`src/common/tda_pkg.sv`:
```
// Function
// - Negative start temperature: offset code is temperature plus 128, sign flag bit 7 set.
// - Zero or positive start temperature: offset code is the temperature, bit 7 clear.
// - 8-bit mode: code equals measured temperature minus start temperature, one degree per step.
// - 10-bit mode: code is four times the difference, quarter degree per step.
// - Above full-scale temperature the thermal code saturates at its maximum.
// - Reference select bit: zero picks internal 2.28 V, one picks supply rail.
// - Two pin bits in config one make shared pins analog inputs one and two.
// - Analog results are 10-bit straight binary, step is reference over 1024.
// - Converter samples, then steps charge until comparator balances, then flags done.
// - Eight-bit offset register sets the temperature shown at zero volts.
// - Thermal resolution defaults to 8 bits; resolution bit set selects 10 bits.
// - Each completed temperature measurement updates the thermal DAC code.
package tda_pkg;
	localparam logic [7:0] TDA_ADDR_CFG_ONE = 8'h18;
	localparam logic [7:0] TDA_ADDR_CFG_THREE = 8'h1A;
	localparam logic [7:0] TDA_ADDR_TEMP_OFFSET = 8'h21;
	localparam logic [7:0] TDA_ADDR_AIN_RESULT_HI = 8'h40;
	localparam logic [7:0] TDA_ADDR_AIN_RESULT_LO = 8'h41;
	localparam logic [7:0] TDA_ADDR_THERMAL_HI = 8'h42;
	localparam logic [7:0] TDA_ADDR_THERMAL_LO = 8'h43;
	localparam int TDA_CFG1_PIN_LO = 1;
	localparam int TDA_CFG1_PIN_HI = 2;
	localparam int TDA_CFG3_RES_BIT = 1;
	localparam int TDA_CFG3_REF_BIT = 4;
	localparam int TDA_OFFSET_SIGN_BIT = 7;
	localparam logic [7:0] TDA_CFG_ONE_RESET = 8'h00;
	localparam logic [7:0] TDA_CFG_THREE_RESET = 8'h00;
	localparam logic [7:0] TDA_OFFSET_RESET = 8'hD8;
	localparam int TDA_OFFSET_BIAS = 128;
	localparam int TDA_AIN_BITS = 10;
	localparam int TDA_ACQ_NS = 1000;
	localparam int TDA_CLK_NS = 10;
	localparam int TDA_ACQ_CYCLES = (TDA_ACQ_NS + TDA_CLK_NS - 1) / TDA_CLK_NS;
	// Trial output register plus two-flop comparator sync
	localparam int TDA_SETTLE_CYCLES = 3;
	typedef enum logic [1:0] {TDA_IDLE, TDA_ACQUIRE, TDA_CONVERT} tda_sar_type;
endpackage

```
`src/rtl/tda_sar.sv`:
```
`timescale 1ns/1ns
`default_nettype none
module tda_sar
	import tda_pkg::*;
#(
	parameter int BITS = TDA_AIN_BITS,
	parameter int ACQ = TDA_ACQ_CYCLES
) (
	input wire logic core_clk,
	input wire logic reset,
	input wire logic start,
	input wire logic comp_high,
	output logic sample_en,
	output logic [BITS-1:0] trial_code,
	output logic done,
	output logic [BITS-1:0] result
);
	tda_sar_type state_q;
	logic [15:0] acq_cnt_q;
	logic [BITS-1:0] bit_q;
	logic [BITS-1:0] code_q;
	logic [3:0] settle_q;
	// A decision taken before the synced comparator reflects the current trial would be stale
	wire logic settle_end = (settle_q == 4'(TDA_SETTLE_CYCLES));
	wire logic acq_end = (acq_cnt_q == 16'(ACQ - 1));
	wire logic [BITS-1:0] keep_code = comp_high ? code_q : (code_q & ~bit_q);
	assign trial_code = code_q;
	always_ff @(posedge core_clk) begin
		if (reset) begin
			state_q <= TDA_IDLE;
			acq_cnt_q <= 16'h0000;
			bit_q <= '0;
			code_q <= '0;
			done <= 1'b0;
			result <= '0;
			sample_en <= 1'b0;
			settle_q <= 4'h0;
		end else begin
			done <= 1'b0;
			unique case (state_q)
				TDA_IDLE: begin
					if (start) begin
						state_q <= TDA_ACQUIRE;
						sample_en <= 1'b1;
						acq_cnt_q <= 16'h0000;
					end
				end
				TDA_ACQUIRE: begin
					acq_cnt_q <= acq_cnt_q + 16'h0001;
					if (acq_end) begin
						sample_en <= 1'b0;
						state_q <= TDA_CONVERT;
						bit_q <= {1'b1, {(BITS-1){1'b0}}};
						code_q <= {1'b1, {(BITS-1){1'b0}}};
						settle_q <= 4'h0;
					end
				end
				TDA_CONVERT: begin
					// Comparator high means trial voltage still below input: keep the bit
					if (!settle_end) begin
						settle_q <= settle_q + 4'h1;
					end else begin
						settle_q <= 4'h0;
						if (bit_q[0]) begin
							result <= keep_code;
							done <= 1'b1;
							state_q <= TDA_IDLE;
						end else begin
							bit_q <= bit_q >> 1;
							code_q <= keep_code | (bit_q >> 1);
						end
					end
				end
			endcase
		end
	end
endmodule // tda_sar
`default_nettype wire

```
`src/rtl/tda_top.sv`:
```
`timescale 1ns/1ns
`default_nettype none
module tda_top
	import tda_pkg::*;
(
	input wire logic core_clk,
	input wire logic reset,
	input wire logic [7:0] reg_addr,
	input wire logic [7:0] reg_wdata,
	input wire logic reg_wr,
	input wire logic reg_rd,
	output logic [7:0] reg_rdata,
	input wire logic temp_valid,
	input wire logic signed [9:0] temp_quarter,
	input wire logic ain_start,
	input wire logic ain_comp_pin,
	output logic [9:0] thermal_code,
	output logic thermal_update,
	output logic ain_ref_select,
	output logic analog_input_one,
	output logic analog_input_two,
	output logic ain_sample_en,
	output logic [9:0] ain_trial_code,
	output logic ain_done,
	output logic [9:0] ain_result
);
	logic [7:0] cfg_one_q;
	logic [7:0] cfg_three_q;
	logic [7:0] offset_q;
	logic comp_meta_q;
	logic comp_sync_q;
	logic [9:0] sar_trial;
	logic sar_sample;
	logic sar_done;
	logic [9:0] sar_result;
	wire logic wr_cfg_one = reg_wr && (reg_addr == TDA_ADDR_CFG_ONE);
	wire logic wr_cfg_three = reg_wr && (reg_addr == TDA_ADDR_CFG_THREE);
	wire logic wr_offset = reg_wr && (reg_addr == TDA_ADDR_TEMP_OFFSET);
	wire logic res_ten = cfg_three_q[TDA_CFG3_RES_BIT];
	// Offset register decode: sign flag marks negative; low bits are temperature plus 128 when negative, the temperature otherwise
	wire logic off_neg = offset_q[TDA_OFFSET_SIGN_BIT];
	wire logic signed [9:0] start_deg = off_neg ?
		10'(signed'({3'b000, offset_q[6:0]}) - 10'sd128) :
		10'(signed'({3'b000, offset_q[6:0]}));
	// Work in quarter degrees; offset has one degree resolution
	wire logic signed [11:0] diff_q4 = 12'(temp_quarter) - 12'(start_deg * 4);
	wire logic signed [11:0] diff_deg = diff_q4 >>> 2;
	wire logic [9:0] code_eight = (diff_deg < 0) ? 10'h000 :
		(diff_deg > 12'sd255) ? 10'h0FF : 10'(diff_deg);
	wire logic [9:0] code_ten = (diff_q4 < 0) ? 10'h000 :
		(diff_q4 > 12'sd1023) ? 10'h3FF : 10'(diff_q4);
	wire logic [9:0] thermal_next = res_ten ? code_ten : code_eight;
	logic [7:0] rd_mux;
	always_comb begin
		unique case (reg_addr)
			TDA_ADDR_CFG_ONE: rd_mux = cfg_one_q;
			TDA_ADDR_CFG_THREE: rd_mux = cfg_three_q;
			TDA_ADDR_TEMP_OFFSET: rd_mux = offset_q;
			TDA_ADDR_AIN_RESULT_HI: rd_mux = ain_result[9:2];
			TDA_ADDR_AIN_RESULT_LO: rd_mux = {6'h00, ain_result[1:0]};
			TDA_ADDR_THERMAL_HI: rd_mux = thermal_code[9:2];
			TDA_ADDR_THERMAL_LO: rd_mux = {6'h00, thermal_code[1:0]};
			default: rd_mux = 8'h00;
		endcase
	end
	always_ff @(posedge core_clk) begin
		if (reset) begin
			cfg_one_q <= TDA_CFG_ONE_RESET;
			cfg_three_q <= TDA_CFG_THREE_RESET;
			offset_q <= TDA_OFFSET_RESET;
			reg_rdata <= 8'h00;
		end else begin
			if (wr_cfg_one)
				cfg_one_q <= reg_wdata;
			if (wr_cfg_three)
				cfg_three_q <= reg_wdata;
			if (wr_offset)
				offset_q <= reg_wdata;
			reg_rdata <= reg_rd ? rd_mux : 8'h00;
		end
	end
	always_ff @(posedge core_clk) begin
		if (reset) begin
			thermal_code <= 10'h000;
			thermal_update <= 1'b0;
			ain_ref_select <= 1'b0;
			analog_input_one <= 1'b0;
			analog_input_two <= 1'b0;
			comp_meta_q <= 1'b0;
			comp_sync_q <= 1'b0;
			ain_sample_en <= 1'b0;
			ain_trial_code <= 10'h000;
			ain_done <= 1'b0;
			ain_result <= 10'h000;
		end else begin
			thermal_update <= temp_valid;
			if (temp_valid)
				thermal_code <= thermal_next;
			ain_ref_select <= cfg_three_q[TDA_CFG3_REF_BIT];
			analog_input_one <= cfg_one_q[TDA_CFG1_PIN_LO];
			analog_input_two <= cfg_one_q[TDA_CFG1_PIN_HI];
			comp_meta_q <= ain_comp_pin;
			comp_sync_q <= comp_meta_q;
			// Registered copies add one cycle of latency to the converter pins
			ain_sample_en <= sar_sample;
			ain_trial_code <= sar_trial;
			ain_done <= sar_done;
			if (sar_done)
				ain_result <= sar_result;
		end
	end
	tda_sar #(.BITS(TDA_AIN_BITS), .ACQ(TDA_ACQ_CYCLES)) u_sar (
		.core_clk(core_clk),
		.reset(reset),
		.start(ain_start),
		.comp_high(comp_sync_q),
		.sample_en(sar_sample),
		.trial_code(sar_trial),
		.done(sar_done),
		.result(sar_result)
	);
endmodule // tda_top
`default_nettype wire

```
`config.mk`:
```
export PLATFORM = sky130hd
export DESIGN_NAME = tda_top
export DESIGN_NICKNAME = d
export VERILOG_FILES = /design/src/common/tda_pkg.sv /design/src/rtl/tda_sar.sv /design/src/rtl/tda_top.sv
export SDC_FILE = /design/constraint.sdc
export NUM_CORES = 1
export LEC_CHECK = 0
export ABC_AREA = 1
export BUFFER_PORTS_ARGS = -buffer_cell sky130_fd_sc_hd__buf_2
export CORE_UTILIZATION = 53
export DETAILED_ROUTE_END_ITERATION = 16
export GPL_TIMING_DRIVEN = 0
export PLACE_DENSITY_LB_ADDON = 0.08
export SKIP_CTS_REPAIR_TIMING = 1
export SYNTH_ARGS = -nofsm -noshare
export SYNTH_HDL_FRONTEND = slang
export SYNTH_SLANG_ARGS = --single-unit
```
`constraint.sdc`:
```
create_clock -name core_clk -period 1.95 [get_ports core_clk]
set_input_delay 0.39 -clock core_clk [delete_from_list [all_inputs] [get_ports core_clk]]
set_output_delay 0.39 -clock core_clk [all_outputs]
set_load 0.05 [all_outputs]
```
# Yosys cells after proc, flatten, opt, wreduce, memory -nomap -nowiden

Cells that the tools add are included.

Bits in registers: 124
Bits of input ports: 33
Output and inout port bits: 44
Logic and storage cells: 98

$add $sub $neg: 4
Order comparisons: 4
Equal/unequal tests: 16
Mux-type cells: 29
Bitwise gates (word level): 6
Reduce and logical (&&, ||, !) cells: 15

Operator list:

| cell                                                            | count |
|---|---|
| two-way mux 10 bit                                              | 12 |
| case mux 8 bit (7 select lines)                                 | 1 |
| case mux 10 bit (2 select lines)                                | 2 |
| equality test 8 x 7 -> 1 bit, second input constant             | 4 |
| case mux 16 bit (2 select lines)                                | 1 |
| adder 16 x 1 -> 16 bit, second input constant                   | 1 |
| equality test 16 x 7 -> 1 bit, second input constant            | 1 |
| equality test 8 x 5 -> 1 bit, second input constant             | 2 |
| two-way mux 16 bit                                              | 1 |
| greater-than comparator 12 x 11 -> 1 bit, second input constant | 1 |
| < comparator 12 x 1 -> 1 bit, second input constant             | 1 |
| subtractor 10 x 12 -> 12 bit                                    | 1 |
| AND 10 bit                                                      | 1 |
| greater-than comparator 10 x 9 -> 1 bit, second input constant  | 1 |
| < comparator 10 x 1 -> 1 bit, second input constant             | 1 |
| inverter 10 bit                                                 | 1 |
| bitwise OR 10 x 9 -> 10 bit                                     | 1 |
| AND reduction 3 bit                                             | 3 |
| subtractor 7 x 8 -> 9 bit, second input constant                | 1 |
| equality test 8 x 6 -> 1 bit, second input constant             | 1 |
| two-way mux 2 bit                                               | 4 |
| two-way mux 4 bit                                               | 2 |
| case mux 4 bit (2 select lines)                                 | 1 |
| AND reduction 4 bit                                             | 2 |
| other kinds (16)                                                | 27 |

# Longest topological paths before layout

Gate-level depths: netlist of run 1.

Depth in word-level cells: 7
Gate-level depth with buffers: 15
Gate-level depth less buffers: 15

# Modules after synthesis

Synthesis of run 1 repeated with hierarchy kept, for this count alone.

Cells, all modules: 859
Area, all modules: 5965.7 sq um

By module, submodules not included:

| module  | times used | cells an instance | area an instance (sq um) | seq. area each (sq um) |
|---|---|---|---|---|
| tda_top | 1          | 460               | 3324.4                   | 1401.3 |
| tda_sar | 1          | 399               | 2641.3                   | 1081.0 |

# Worst setup path before layout of run 1

Ideal clock, no wire load.

Path kind: input-to-reg
Start: input port temp_quarter[2]
End: register thermal_code[7]
Library setup time: 0.056 ns
Arrival time: 1.760 ns
Data required time: 1.894 ns
Setup slack: 0.134 ns
Cell stages on the path: 13
Path buffers: 0
Cell sequence: inv_1 ha_1 inv_1 fa_1 nand3_1 nand2_1 a21oi_1 nand3_2 nand2_1 nand2_1 nand3_1 nand2_1 inv_1

Longest elaborated chain between the ends: 5
Elaborated cells between the ends (all ways): 10
Those cells by class: 1 x add/sub; 4 x order compare; 5 x mux

RTL lines:

| item                                                                                                | line                         | RTL |
|---|---|---|
| start, declared                                                                                     | tda_top.sv:14                | `input wire logic signed [9:0] temp_quarter,` |
| subtractor 10 x 12 -> 12 bit (*)                                                                    | tda_top.sv:46                | `wire logic signed [11:0] diff_q4 = 12'(temp_quarter) - 12'(start_deg * 4);` |
| greater-than comparator 12 x 11 -> 1 bit or greater-than comparator 10 x 9 -> 1 bit (tied branches) | tda_top.sv:51, tda_top.sv:49 |  |
| two-way mux 10 bit (on tied branches)                                                               | tda_top.sv:51, tda_top.sv:49 |  |
| two-way mux 10 bit (on tied branches)                                                               | tda_top.sv:50, tda_top.sv:48 |  |
| two-way mux 10 bit (*)                                                                              | tda_top.sv:52                | `wire logic [9:0] thermal_next = res_ten ? code_ten : code_eight;` |
| end signal, assigned                                                                                | tda_top.sv:98                | `thermal_code <= thermal_next;` |
| end, declared                                                                                       | tda_top.sv:17                | `output logic [9:0] thermal_code,` |

Every way passes the cells marked *; elsewhere a longest branch is shown, timed or not.
A chain may end at the register's enable or synchronous reset.

# Worst setup path after layout of run 1

Start: register offset_q[3]
End: register thermal_code[1]

Longest elaborated chain between the ends: 7
Elaborated cells between the ends (all ways): 12
Those cells by class: 2 x add/sub; 4 x order compare; 6 x mux

RTL lines:

| item                                                                                                | line                         | RTL |
|---|---|---|
| start, declared                                                                                     | tda_top.sv:29                | `logic [7:0] offset_q;` |
| start signal, assigned                                                                              | tda_top.sv:78                | `offset_q <= reg_wdata;` |
| subtractor 7 x 8 -> 9 bit                                                                           | tda_top.sv:43                | `10'(signed'({3'b000, offset_q[6:0]}) - 10'sd128) :` |
| two-way mux 10 bit (*)                                                                              | tda_top.sv:42                | `wire logic signed [9:0] start_deg = off_neg ?` |
| subtractor 10 x 12 -> 12 bit (*)                                                                    | tda_top.sv:46                |  |
| greater-than comparator 12 x 11 -> 1 bit or greater-than comparator 10 x 9 -> 1 bit (tied branches) | tda_top.sv:51, tda_top.sv:49 |  |
| two-way mux 10 bit (on tied branches)                                                               | tda_top.sv:51, tda_top.sv:49 |  |
| two-way mux 10 bit (on tied branches)                                                               | tda_top.sv:50, tda_top.sv:48 |  |
| two-way mux 10 bit (*)                                                                              | tda_top.sv:52                |  |

Marked as above.

==> summary.txt, run 1 <==
outcome - complete, no violations
clock network power share - 0.437
Core ar. - 10460 sq um
clock sink count - 124
FF-to-FF path depth - 10
P per Cell Area - 989.8 nW/um^2
Antenna diodes - 0
setup slack after layout - 0.1359 ns
worst skew pair latency - 0.53 ns
clock-pin slew on the worst setup and hold paths - 0.06 ns
Leak - 2.989 nW
largest net degree at the start of global routing - 17
Slew headroom - 0.5748
synth warn - 0
worst hold path type - in2reg
I/O pins - 77
post-route ant nets - 0
combinational power share - 0.180
clock root buffer - clkbuf_8
DR vias/cell - 5.403
Post-Route Skew - 0.005979 ns
Final min period - 1.814 ns
Synth Register Bits - 124
switching power - 0.002040 W
max-cap viol count - 0
Cells after Synth - 774
fraction of layout instances using a drive strength above 1 - 0.2039
Post-synth EDFFs - 0
Nets - 917
HPWL Detailed - 10.99 mm
Sequential Power Share - 0.384
Core Rows - 37
Yosys top cell area share - 0.4292
Detailed Route Iter0 Violations - 368
Post-synth top flop - dfxtp_1
Synthesized Nets - 821
Synth cell types - 50
Initial DRT Pass Iterations - 5
power consumption - 0.006950 W
Setup crit start kind - flop
grt ovf - 0
largest cells by area after synthesis - dfxtp_1 (43%), nand2_1 (9.3%), a21oi_1 (7.7%)
routed vias - 5506
post-synthesis cell area - 5784 sq um
Int Pwr - 0.004911 W
CTS max path bufs - 2
Die W - 106.5 microns
total wire length - 15.20 mm
initial cell density of the core - 0.5529
Synth area leader - dfxtp_1
CTS tree - done
CTS Buf Count - 17
sequential share of the synthesized area - 0.4292
Worst EP required - 2.41 ns
# DRC - 0
chip height - 106.5 microns
Crit. End Element - flop
first-pass GRT wire length - 24.61 mm
Setup violations, final - 0
sw frac - 0.2935
Crit Path Max Fanout - 4
final slew viol count - 0
Final Hold Violating Endpoints - 0
pre-CTS setup slack - -0.1661 ns
Worst Tran Pin Value - 0.6378 ns
Cells on Worst Hold Path - 3
critical path class - reg2reg
die area - 11340 sq um
wire per inst - 14.91 microns
Area growth syn-to-layout - 21.39%
GRT Overall Usage - 0.2812
period utilisation layout - 0.9303
synthesized area per cell - 7.473 sq um
# port buffers - 76
Async S/R FF share, synth - 0
Final GP Congestion - 0.8887
initial antenna violation count - 0
FMAX - 551.2 MHz
vias in the first global route - 5111
Critical Path AT - 2.27 ns
H-tree levels - 4
VDD IR max - 0.6634 mV
final timing paths:
check / startpoint / to / slack, ns
setup reg to reg: offset_q[3]$_SDFFE_PP1P_ / thermal_code[1]$_SDFFE_PP0P_ / 0.14
hold / removal: ain_comp_pin / comp_meta_q$_SDFF_PP0_ / 0.11
hold reg to reg: comp_meta_q$_SDFF_PP0_ / comp_sync_q$_SDFF_PP0_ / 0.41
setup / recovery: offset_q[3]$_SDFFE_PP1P_ / thermal_code[1]$_SDFFE_PP0P_ / 0.14
registers in the layout (all words and copies together) (netlist names), 10 cells and up:
name	flops
ain_trial_code	10
thermal_code	10
u_sar.acq_cnt_q	16
u_sar.result	10
u_sar.bit_q	10
u_sar.trial_code	10
ain_result	10
logic make-up (layout without fill, tap and decap cells):
group,after synthesis,after routing,share of synthesized area
adder cells (fa/ha/maj),14,14,0.03158
AND/OR/NAND/NOR,318,318,0.2637
AO/OA/AOI/OAI,182,182,0.1787
XOR/XNOR,4,4,0.006058
buffers and inverters,132,241,0.09085
flip-flops,124,124,0.4292
layer usage:
layer  wire (microns)  track usage  vias up
met2             7120       0.4476      183
met3              961      0.06131       20
met1             6865       0.3746     2569
met5                0            0        -
li1                 -            -     2734
met4              247       0.1018        0
worst max-delay path, cell delays in order (launching register included):
cell and delay, ns:
dfxtp_1 0.33, inv_1 0.11, ha_1 0.36, nand2_1 0.10, nor2_1 0.12, nand2_2 0.10
nand2_2 0.13, nand3_2 0.13, a21oi_1 0.17, nand2_1 0.07, a21oi_1 0.11
power by group through the flow:
stage / Sequential (W) / Combinational, W / Clock, W
floorplan: 0.00278 / 0.000868 / 0
detailed placement: 0.00272 / 0.00122 / 0
CTS: 0.00267 / 0.00123 / 0.00307
global placement: 0.00272 / 0.00120 / 0
global route: 0.00267 / 0.00136 / 0.00321
finish: 0.00267 / 0.00125 / 0.00303
cells in the mapped netlist, types with 2 or more instances:
cell / count
nand4_1: 13
clkinv_1: 3
nor3_4: 2
o21ai_0: 55
nor3_1: 9
inv_1: 96
nand2_2: 4
nand2_1: 144
nor2_2: 2
buf_6: 3
xnor2_1: 2
buf_2: 3
inv_2: 8
dfxtp_1: 124
a211oi_2: 8
nor2_1: 82
nand3_1: 32
nand3b_1: 4
a211oi_1: 9
xor2_1: 2
ha_1: 13
a21oi_1: 89
o22ai_1: 3
o21ai_1: 11
nand4_2: 2
nor2_4: 4
clkbuf_1: 16
nand3_2: 3
nand2_4: 4
nor3_2: 4
placed cells by master, fill, tap and decap left out, types with 8 or more instances in the layout:
master,count
nand2_1,140
dfxtp_1,123
inv_1,95
a21oi_1,88
nor2_1,81
buf_2,79
o21ai_0,55
nand3_1,30
clkbuf_1,18
clkbuf_16,16
nand4_1,13
o21ai_1,11
inv_2,9
nor3_1,9
a211oi_1,9
ha_1,9
nand2_2,8
a211oi_2,8
stage by stage:
stage	setup TNS (ns)	instance area (sq um)	utilization	hold WS (ns)	std cells
2_1_floorplan	0	5784	-	0.3883	774
3_3_place_gp	-0.6209	6335	0.6055	0.3980	986
3_5_place_dp	-0.8914	6335	0.6055	0.3939	986
4_1_cts	-0.1192	6913	0.6607	0.09464	1018
5_1_grt	-0.04260	7022	0.6711	0.09949	1019
6_report	0	7022	0.6711	0.1063	1019
cell type report:
type,count,area (sq um)
Buffer,23,112.6
Clock buffer,22,462.9
Clock inverter,10,115.1
Fill cell,916,3441
Inverter,109,412.9
Multi-Input combinational cell,518,2877
Sequential cell,124,2484
Tap cell,136,170.2
Timing Repair Buffer,77,387.9
Note: power is estimated with default switching activity, not from simulation.
==> run 2, diff against run 1 <==
- CORE_ASPECT_RATIO: unset -> 1.2
- PLACE_DENSITY_LB_ADDON: 0.08 -> 0.05
==> run 2 against run 1 <==
Count of clock-buffer cells in the layout stayed put. Non-clock buffer count is 1 higher. Cell count is 0.59% lower. Via count is 0.31% higher. Combinational power hardly changed. Core utilization is 0.064 points lower. Design area is 0.91% higher. Clock power is 21% higher. Fmax is 1.7% lower.
==> summary.txt, run 2 (synthesis results as in run 1) <==
Post-Route Skew - 0.004955 ns (was 0.005979 ns)
Core Rows - 41 (was 37)
Nets - 918 (was 917)
period utilisation layout - 0.9463 (was 0.9303)
GRT Overall Usage - 0.2764 (was 0.2812)
Crit. End Element - flop (unchanged)
register with the most flip-flops - u_sar.acq_cnt_q (unchanged)
FMAX - 541.9 MHz (was 551.2 MHz)
grt ovf - 0 (unchanged)
Setup violations, final - 0 (unchanged)
CTS tree - done (unchanged)
worst hold path type - in2reg (unchanged)
max reg flops - 16 (unchanged)
Die W - 97.37 microns (was 106.5 microns)
total wire length - 15.50 mm (was 15.20 mm)
most frequent cells in the layout - nand2_1 (141), dfxtp_1 (124), inv_1 (95) (was nand2_1 (140), dfxtp_1 (123), inv_1 (95))
die area - 11340 sq um (about the same)
chip height - 116.4 microns (was 106.5 microns)
outcome - complete, no violations (unchanged)
# DRC - 0 (unchanged)
Leak - 3.022 nW (was 2.989 nW)
Area growth syn-to-layout - 22.50% (was 21.39%)
first-pass GRT wire length - 24.67 mm (was 24.61 mm)
initial antenna violation count - 0 (unchanged)
clock sink count - 124 (unchanged)
Final min period - 1.845 ns (was 1.814 ns)
Initial DRT Pass Iterations - 5 (unchanged)
H-tree levels - 4 (unchanged)
P per Cell Area - 1074 nW/um^2 (was 989.8 nW/um^2)
routed vias - 5523 (was 5506)
initial cell density of the core - 0.5474 (was 0.5529)
max-cap viol count - 0 (unchanged)
VDD IR max - 0.8724 mV (was 0.6634 mV)
I/O pins - 77 (unchanged)
vias in the first global route - 5217 (was 5111)
Detailed Route Iter0 Violations - 318 (was 368)
clock-pin slew on the worst setup and hold paths - 0.05 ns (was 0.06 ns)
wire per inst - 15.30 microns (was 14.91 microns)
HPWL Detailed - 11.28 mm (was 10.99 mm)
Design Area, Final - 7086 sq um (was 7022 sq um)
Final Hold Violating Endpoints - 0 (unchanged)
worst skew pair latency - 0.41 ns (was 0.53 ns)
Worst Tran Pin Value - 0.5923 ns (was 0.6378 ns)
final slew viol count - 0 (unchanged)
most common cell after layout, fill and taps aside - nand2_1 (unchanged)
post-route ant nets - 0 (unchanged)
CTS Buf Count - 17 (unchanged)
setup slack after layout - 0.1046 ns (was 0.1359 ns)
Crit Path Max Fanout - 7 (was 4)
Slew headroom - 0.6021 (was 0.5748)
Final Util - 0.6705 (was 0.6711)
largest net degree at the start of global routing - 17 (unchanged)
Critical Path AT - 2.18 ns (was 2.27 ns)
Setup crit start kind - flop (unchanged)
clock root buffer - clkbuf_16 (was clkbuf_8)
# port buffers - 76 (unchanged)
Filler Cell Count - 907 (was 916)
Core ar. - 10570 sq um (was 10460 sq um)
Final GP Congestion - 0.8681 (was 0.8887)
Worst EP required - 2.28 ns (was 2.41 ns)
critical path class - reg2reg (unchanged)
fraction of layout instances using a drive strength above 1 - 0.2036 (was 0.2039)
pre-CTS setup slack - -0.1871 ns (was -0.1661 ns)
DR vias/cell - 5.452 (was 5.403)
Antenna diodes - 0 (unchanged)
CTS max path bufs - 2 (unchanged)
placed cell area - 6326 sq um (was 6335 sq um)
run 2: power by group:
part	switching (W)	internal [W]
sequential	0.0000497	0.00262
combinational	0.000881	0.000395
clock	0.00113	0.00253
run 2: layout make-up:
| cell class | count | area, sq um | area share |
|---|---|---|---|
| inverters | 109 | 412.9 | 0.05827 |
| well taps | 129 | 161.4 | 0.02278 |
| clock inverters | 10 | 209.0 | 0.02949 |
| flip-flops and latches | 124 | 2482 | 0.3503 |
| multi-input cells | 518 | 2828 | 0.3991 |
| plain buffers | 23 | 112.6 | 0.01589 |
| clock buffers | 22 | 484.2 | 0.06834 |
| repair buffers | 78 | 395.4 | 0.05580 |
run 2: final timing paths:
check                      startpoint                            to  slack [ns]  cells past startpoint
max reg2reg  offset_q[0]$_SDFFE_PP0P_  thermal_code[3]$_SDFFE_PP0P_        0.10                     10
max          offset_q[0]$_SDFFE_PP0P_  thermal_code[3]$_SDFFE_PP0P_        0.10                     10
min                      ain_comp_pin        comp_meta_q$_SDFF_PP0_        0.21                      3
min reg2reg    comp_meta_q$_SDFF_PP0_        comp_sync_q$_SDFF_PP0_        0.41                      2
run 2: layer usage:
layer	routed length [microns]	GRT usage
met5	0	0
met4	456	0.1284
met3	817	0.06822
met2	7783	0.4923
met1	6445	0.3142
run 2: metrics by stage:
| step | TNS (ns) | power (W) | instances | hold slack, ns |
|---|---|---|---|---|
| floorplan | 0 | 0.003653 | 774 | 0.3883 |
| global placement | -0.7243 | 0.003920 | 979 | 0.3992 |
| detailed placement | -1.111 | 0.003953 | 979 | 0.4003 |
| CTS | -0.04361 | 0.007590 | 1011 | 0.2090 |
| global route | -0.03858 | 0.007892 | 1013 | 0.2256 |
| finish | 0 | 0.007607 | 1013 | 0.2085 |
run 2: worst max-delay path, cell delays in order, from the launching register on:
cell	delay, ns
dfxtp_1	0.34
ha_1	0.14
inv_1	0.06
fa_2	0.35
nand3_1	0.11
nand2_2	0.11
a21oi_2	0.22
nand3_4	0.14
nand3b_1	0.11
nand2_1	0.07
a21oi_1	0.12
==> run 3, diff against run 2 <==
- CELL_PAD_IN_SITES_DETAIL_PLACEMENT: unset -> 1
- CELL_PAD_IN_SITES_GLOBAL_PLACEMENT: unset -> 2
- CORE_UTILIZATION: 53 -> 33
==> run 3 against run 2 <==
Via count shrank 0.34%. Non-clock buffer count rose by 10. Clock skew grew 0.014 ns.
==> summary.txt, run 3 (synthesis results as in run 1) <==
first-pass GRT wire length - 29.85 mm (was 24.67 mm)
Leak - 3.094 nW (was 3.022 nW)
Post-Route Skew - 0.01893 ns (was 0.004955 ns)
Filler Cell Count - 2118 (was 907)
chip height - 147.0 microns (was 116.4 microns)
largest net degree at the start of global routing - 17 (unchanged)
clock sink count - 124 (unchanged)
routed vias - 5504 (was 5523)
Int Pwr - 0.005501 W (was 0.005546 W)
CTS tree - done (unchanged)
CTS Buf Count - 17 (unchanged)
switching power - 0.002208 W (was 0.002061 W)
initial cell density of the core - 0.3406 (was 0.5474)
max-cap viol count - 0 (unchanged)
Die W - 122.9 microns (was 97.37 microns)
I/O pins - 77 (unchanged)
CTS max path bufs - 2 (unchanged)
Final Hold Violating Endpoints - 0 (unchanged)
crit-path cells - ha_1 -> inv_1 -> fa_2 -> nand3_1 -> nand2_2 -> a21oi_2 -> nand3_4 -> nand2_1 -> nand2_1 -> nand3_1 -> nand2_1 -> inv_1 (was ha_1 -> inv_1 -> fa_2 -> nand3_1 -> nand2_2 -> a21oi_2 -> nand3_4 -> nand3b_1 -> nand2_1 -> a21oi_1)
# port buffers - 76 (unchanged)
clock network power share - 0.472 (was 0.482)
Crit path top cell by count - nand2_1
hold wc startpoint - ain_comp_pin (unchanged)
Crit. End Element - flop (unchanged)
initial antenna violation count - 1 (was 0)
CP peak stage delay - 0.36 ns (was 0.35 ns)
fraction of layout instances using a drive strength above 1 - 0.2237 (was 0.2036)
combinational power share - 0.182 (was 0.168)
Finished Layout Cells - 1111 (was 1013)
FF/Latch Area - 2485 sq um (was 2482 sq um)
register with the most flip-flops - u_sar.acq_cnt_q (unchanged)
critical path class - reg2reg (unchanged)
DR vias/cell - 4.954 (was 5.452)
FF-to-FF path depth - 12 (was 10)
Setup violations, final - 0 (unchanged)
Core ar. - 16980 sq um (was 10570 sq um)
Slew headroom - 0.5670 (was 0.6021)
VDD IR max - 0.5916 mV (was 0.8724 mV)
Setup crit start kind - flop (unchanged)
period utilisation layout - 0.9465 (was 0.9463)
Detailed Route Iter0 Violations - 227 (was 318)
Critical Path Slowest Stage Cell - dfxtp_2 (was fa_2)
# DRC - 0 (unchanged)
CP Launch Point - offset_q[0]$_SDFFE_PP0P_ (unchanged)
setup_tns - 0 ns (unchanged)
Initial DRT Pass Iterations - 5 (unchanged)
die area - 18060 sq um (was 11340 sq um)
worst hold path type - in2reg (unchanged)
Nets - 928 (was 918)
Final min period - 1.846 ns (was 1.845 ns)
Worst EP required - 2.31 ns (was 2.28 ns)
reg2reg setup slack - 0.10 ns (about the same)
most frequent cells in the layout - nand2_1 (140), dfxtp_1 (122), inv_1 (95) (was nand2_1 (141), dfxtp_1 (124), inv_1 (95))
Sequential Power Share - 0.346 (was 0.351)
most common cell after layout, fill and taps aside - nand2_1 (unchanged)
grt ovf - 0 (unchanged)
clock-pin slew on the worst setup and hold paths - 0.06 ns (was 0.05 ns)
wire per inst - 16.77 microns (was 15.30 microns)
sw frac - 0.2864 (was 0.2709)
FMAX - 541.8 MHz (was 541.9 MHz)
RSZ-0062 raised after global routing - yes
max reg flops - 16 (unchanged)
total wire length - 18.63 mm (was 15.50 mm)
HPWL Detailed - 13.93 mm (was 11.28 mm)
outcome - complete, no violations (unchanged)
P per Cell Area - 1050 nW/um^2 (was 1074 nW/um^2)
Final GP Congestion - 0.8283 (was 0.8681)
post-route ant nets - 0 (unchanged)
H-tree levels - 4 (unchanged)
worst skew pair latency - 0.43 ns (was 0.41 ns)
vias in the first global route - 5762 (was 5217)
Area growth syn-to-layout - 26.95% (was 22.50%)
final slew viol count - 0 (unchanged)
GRT Overall Usage - 0.2162 (was 0.2764)
Worst Tran Pin Value - 0.6495 ns (was 0.5923 ns)
Crit Path Max Fanout - 7 (unchanged)
placed insts - 1066 (was 979)
multi-input logic area - 2910 sq um (was 2828 sq um)
Core Rows - 52 (was 41)
launch point of the worst reg-to-reg path - offset_q[0]$_SDFFE_PP0P_ (unchanged)
Cells on Worst Hold Path - 3 (unchanged)
clock root buffer - clkbuf_16 (unchanged)
Critical Path AT - 2.21 ns (was 2.18 ns)
-- run 3: power groups by stage --
| stage | Combinational [W] | Clock (W) | Sequential (W) |
|---|---|---|---|
| CTS | 0.00130 | 0.00370 | 0.00267 |
| global route | 0.00155 | 0.00383 | 0.00268 |
| detailed placement | 0.00129 | 0 | 0.00272 |
| global placement | 0.00127 | 0 | 0.00272 |
| floorplan | 0.000868 | 0 | 0.00278 |
| finish | 0.00140 | 0.00364 | 0.00267 |
-- run 3: final timing paths --
check	endpoint
max reg2reg	thermal_code[7]$_SDFFE_PP0P_
min reg2reg	comp_sync_q$_SDFF_PP0_
max	thermal_code[7]$_SDFFE_PP0P_
min	comp_meta_q$_SDFF_PP0_
-- run 3: cell type report --
type                            count  area share
Tap cell                          216     0.03680
Clock buffer                       18     0.05981
Inverter                          109     0.05623
Timing Repair Buffer               88     0.06372
Antenna cell                        1   0.0003408
Clock inverter                     14     0.03288
Sequential cell                   124      0.3384
Multi-Input combinational cell    518      0.3963
Buffer                             23     0.01551
-- run 3: worst max-delay path: cells and delay by family (launching register included) --
kind	cells	cell delay (ns)
and+or+nand+nor	7	0.61
adders and majority gates	2	0.50
DFF	1	0.36
AOI/OAI and AO/OA	1	0.20
buffers and inverters	2	0.11
-- run 3: routing by layer --
| metal | global-route usage | wire (microns) | vias up | share of wire |
|---|---|---|---|---|
| li1 | - | - | 2755 | - |
| met1 | 0.2671 | 8321 | 2648 | 0.45 |
| met2 | 0.3722 | 9475 | 83 | 0.51 |
| met3 | 0.04270 | 532 | 18 | 0.029 |
| met4 | 0.06829 | 303 | 0 | 0.016 |
| met5 | 0 | 0 | - | 0 |
-- run 3: through the flow --
step | worst slack, ns | power (W) | instance area [sq um] | hold WS (ns) | util
3_5_place_dp | -0.2344 | 0.004015 | 6435 | 0.3994 | 0.3789
2_1_floorplan | 0.1339 | 0.003653 | 5784 | 0.3883 | -
3_3_place_gp | -0.2146 | 0.003988 | 6435 | 0.3946 | 0.3789
4_1_cts | -0.1254 | 0.007668 | 7116 | 0.2015 | 0.4190
6_report | 0.1043 | 0.007708 | 7343 | 0.2051 | 0.4324
5_1_grt | -0.03559 | 0.008060 | 7341 | 0.2152 | 0.4323
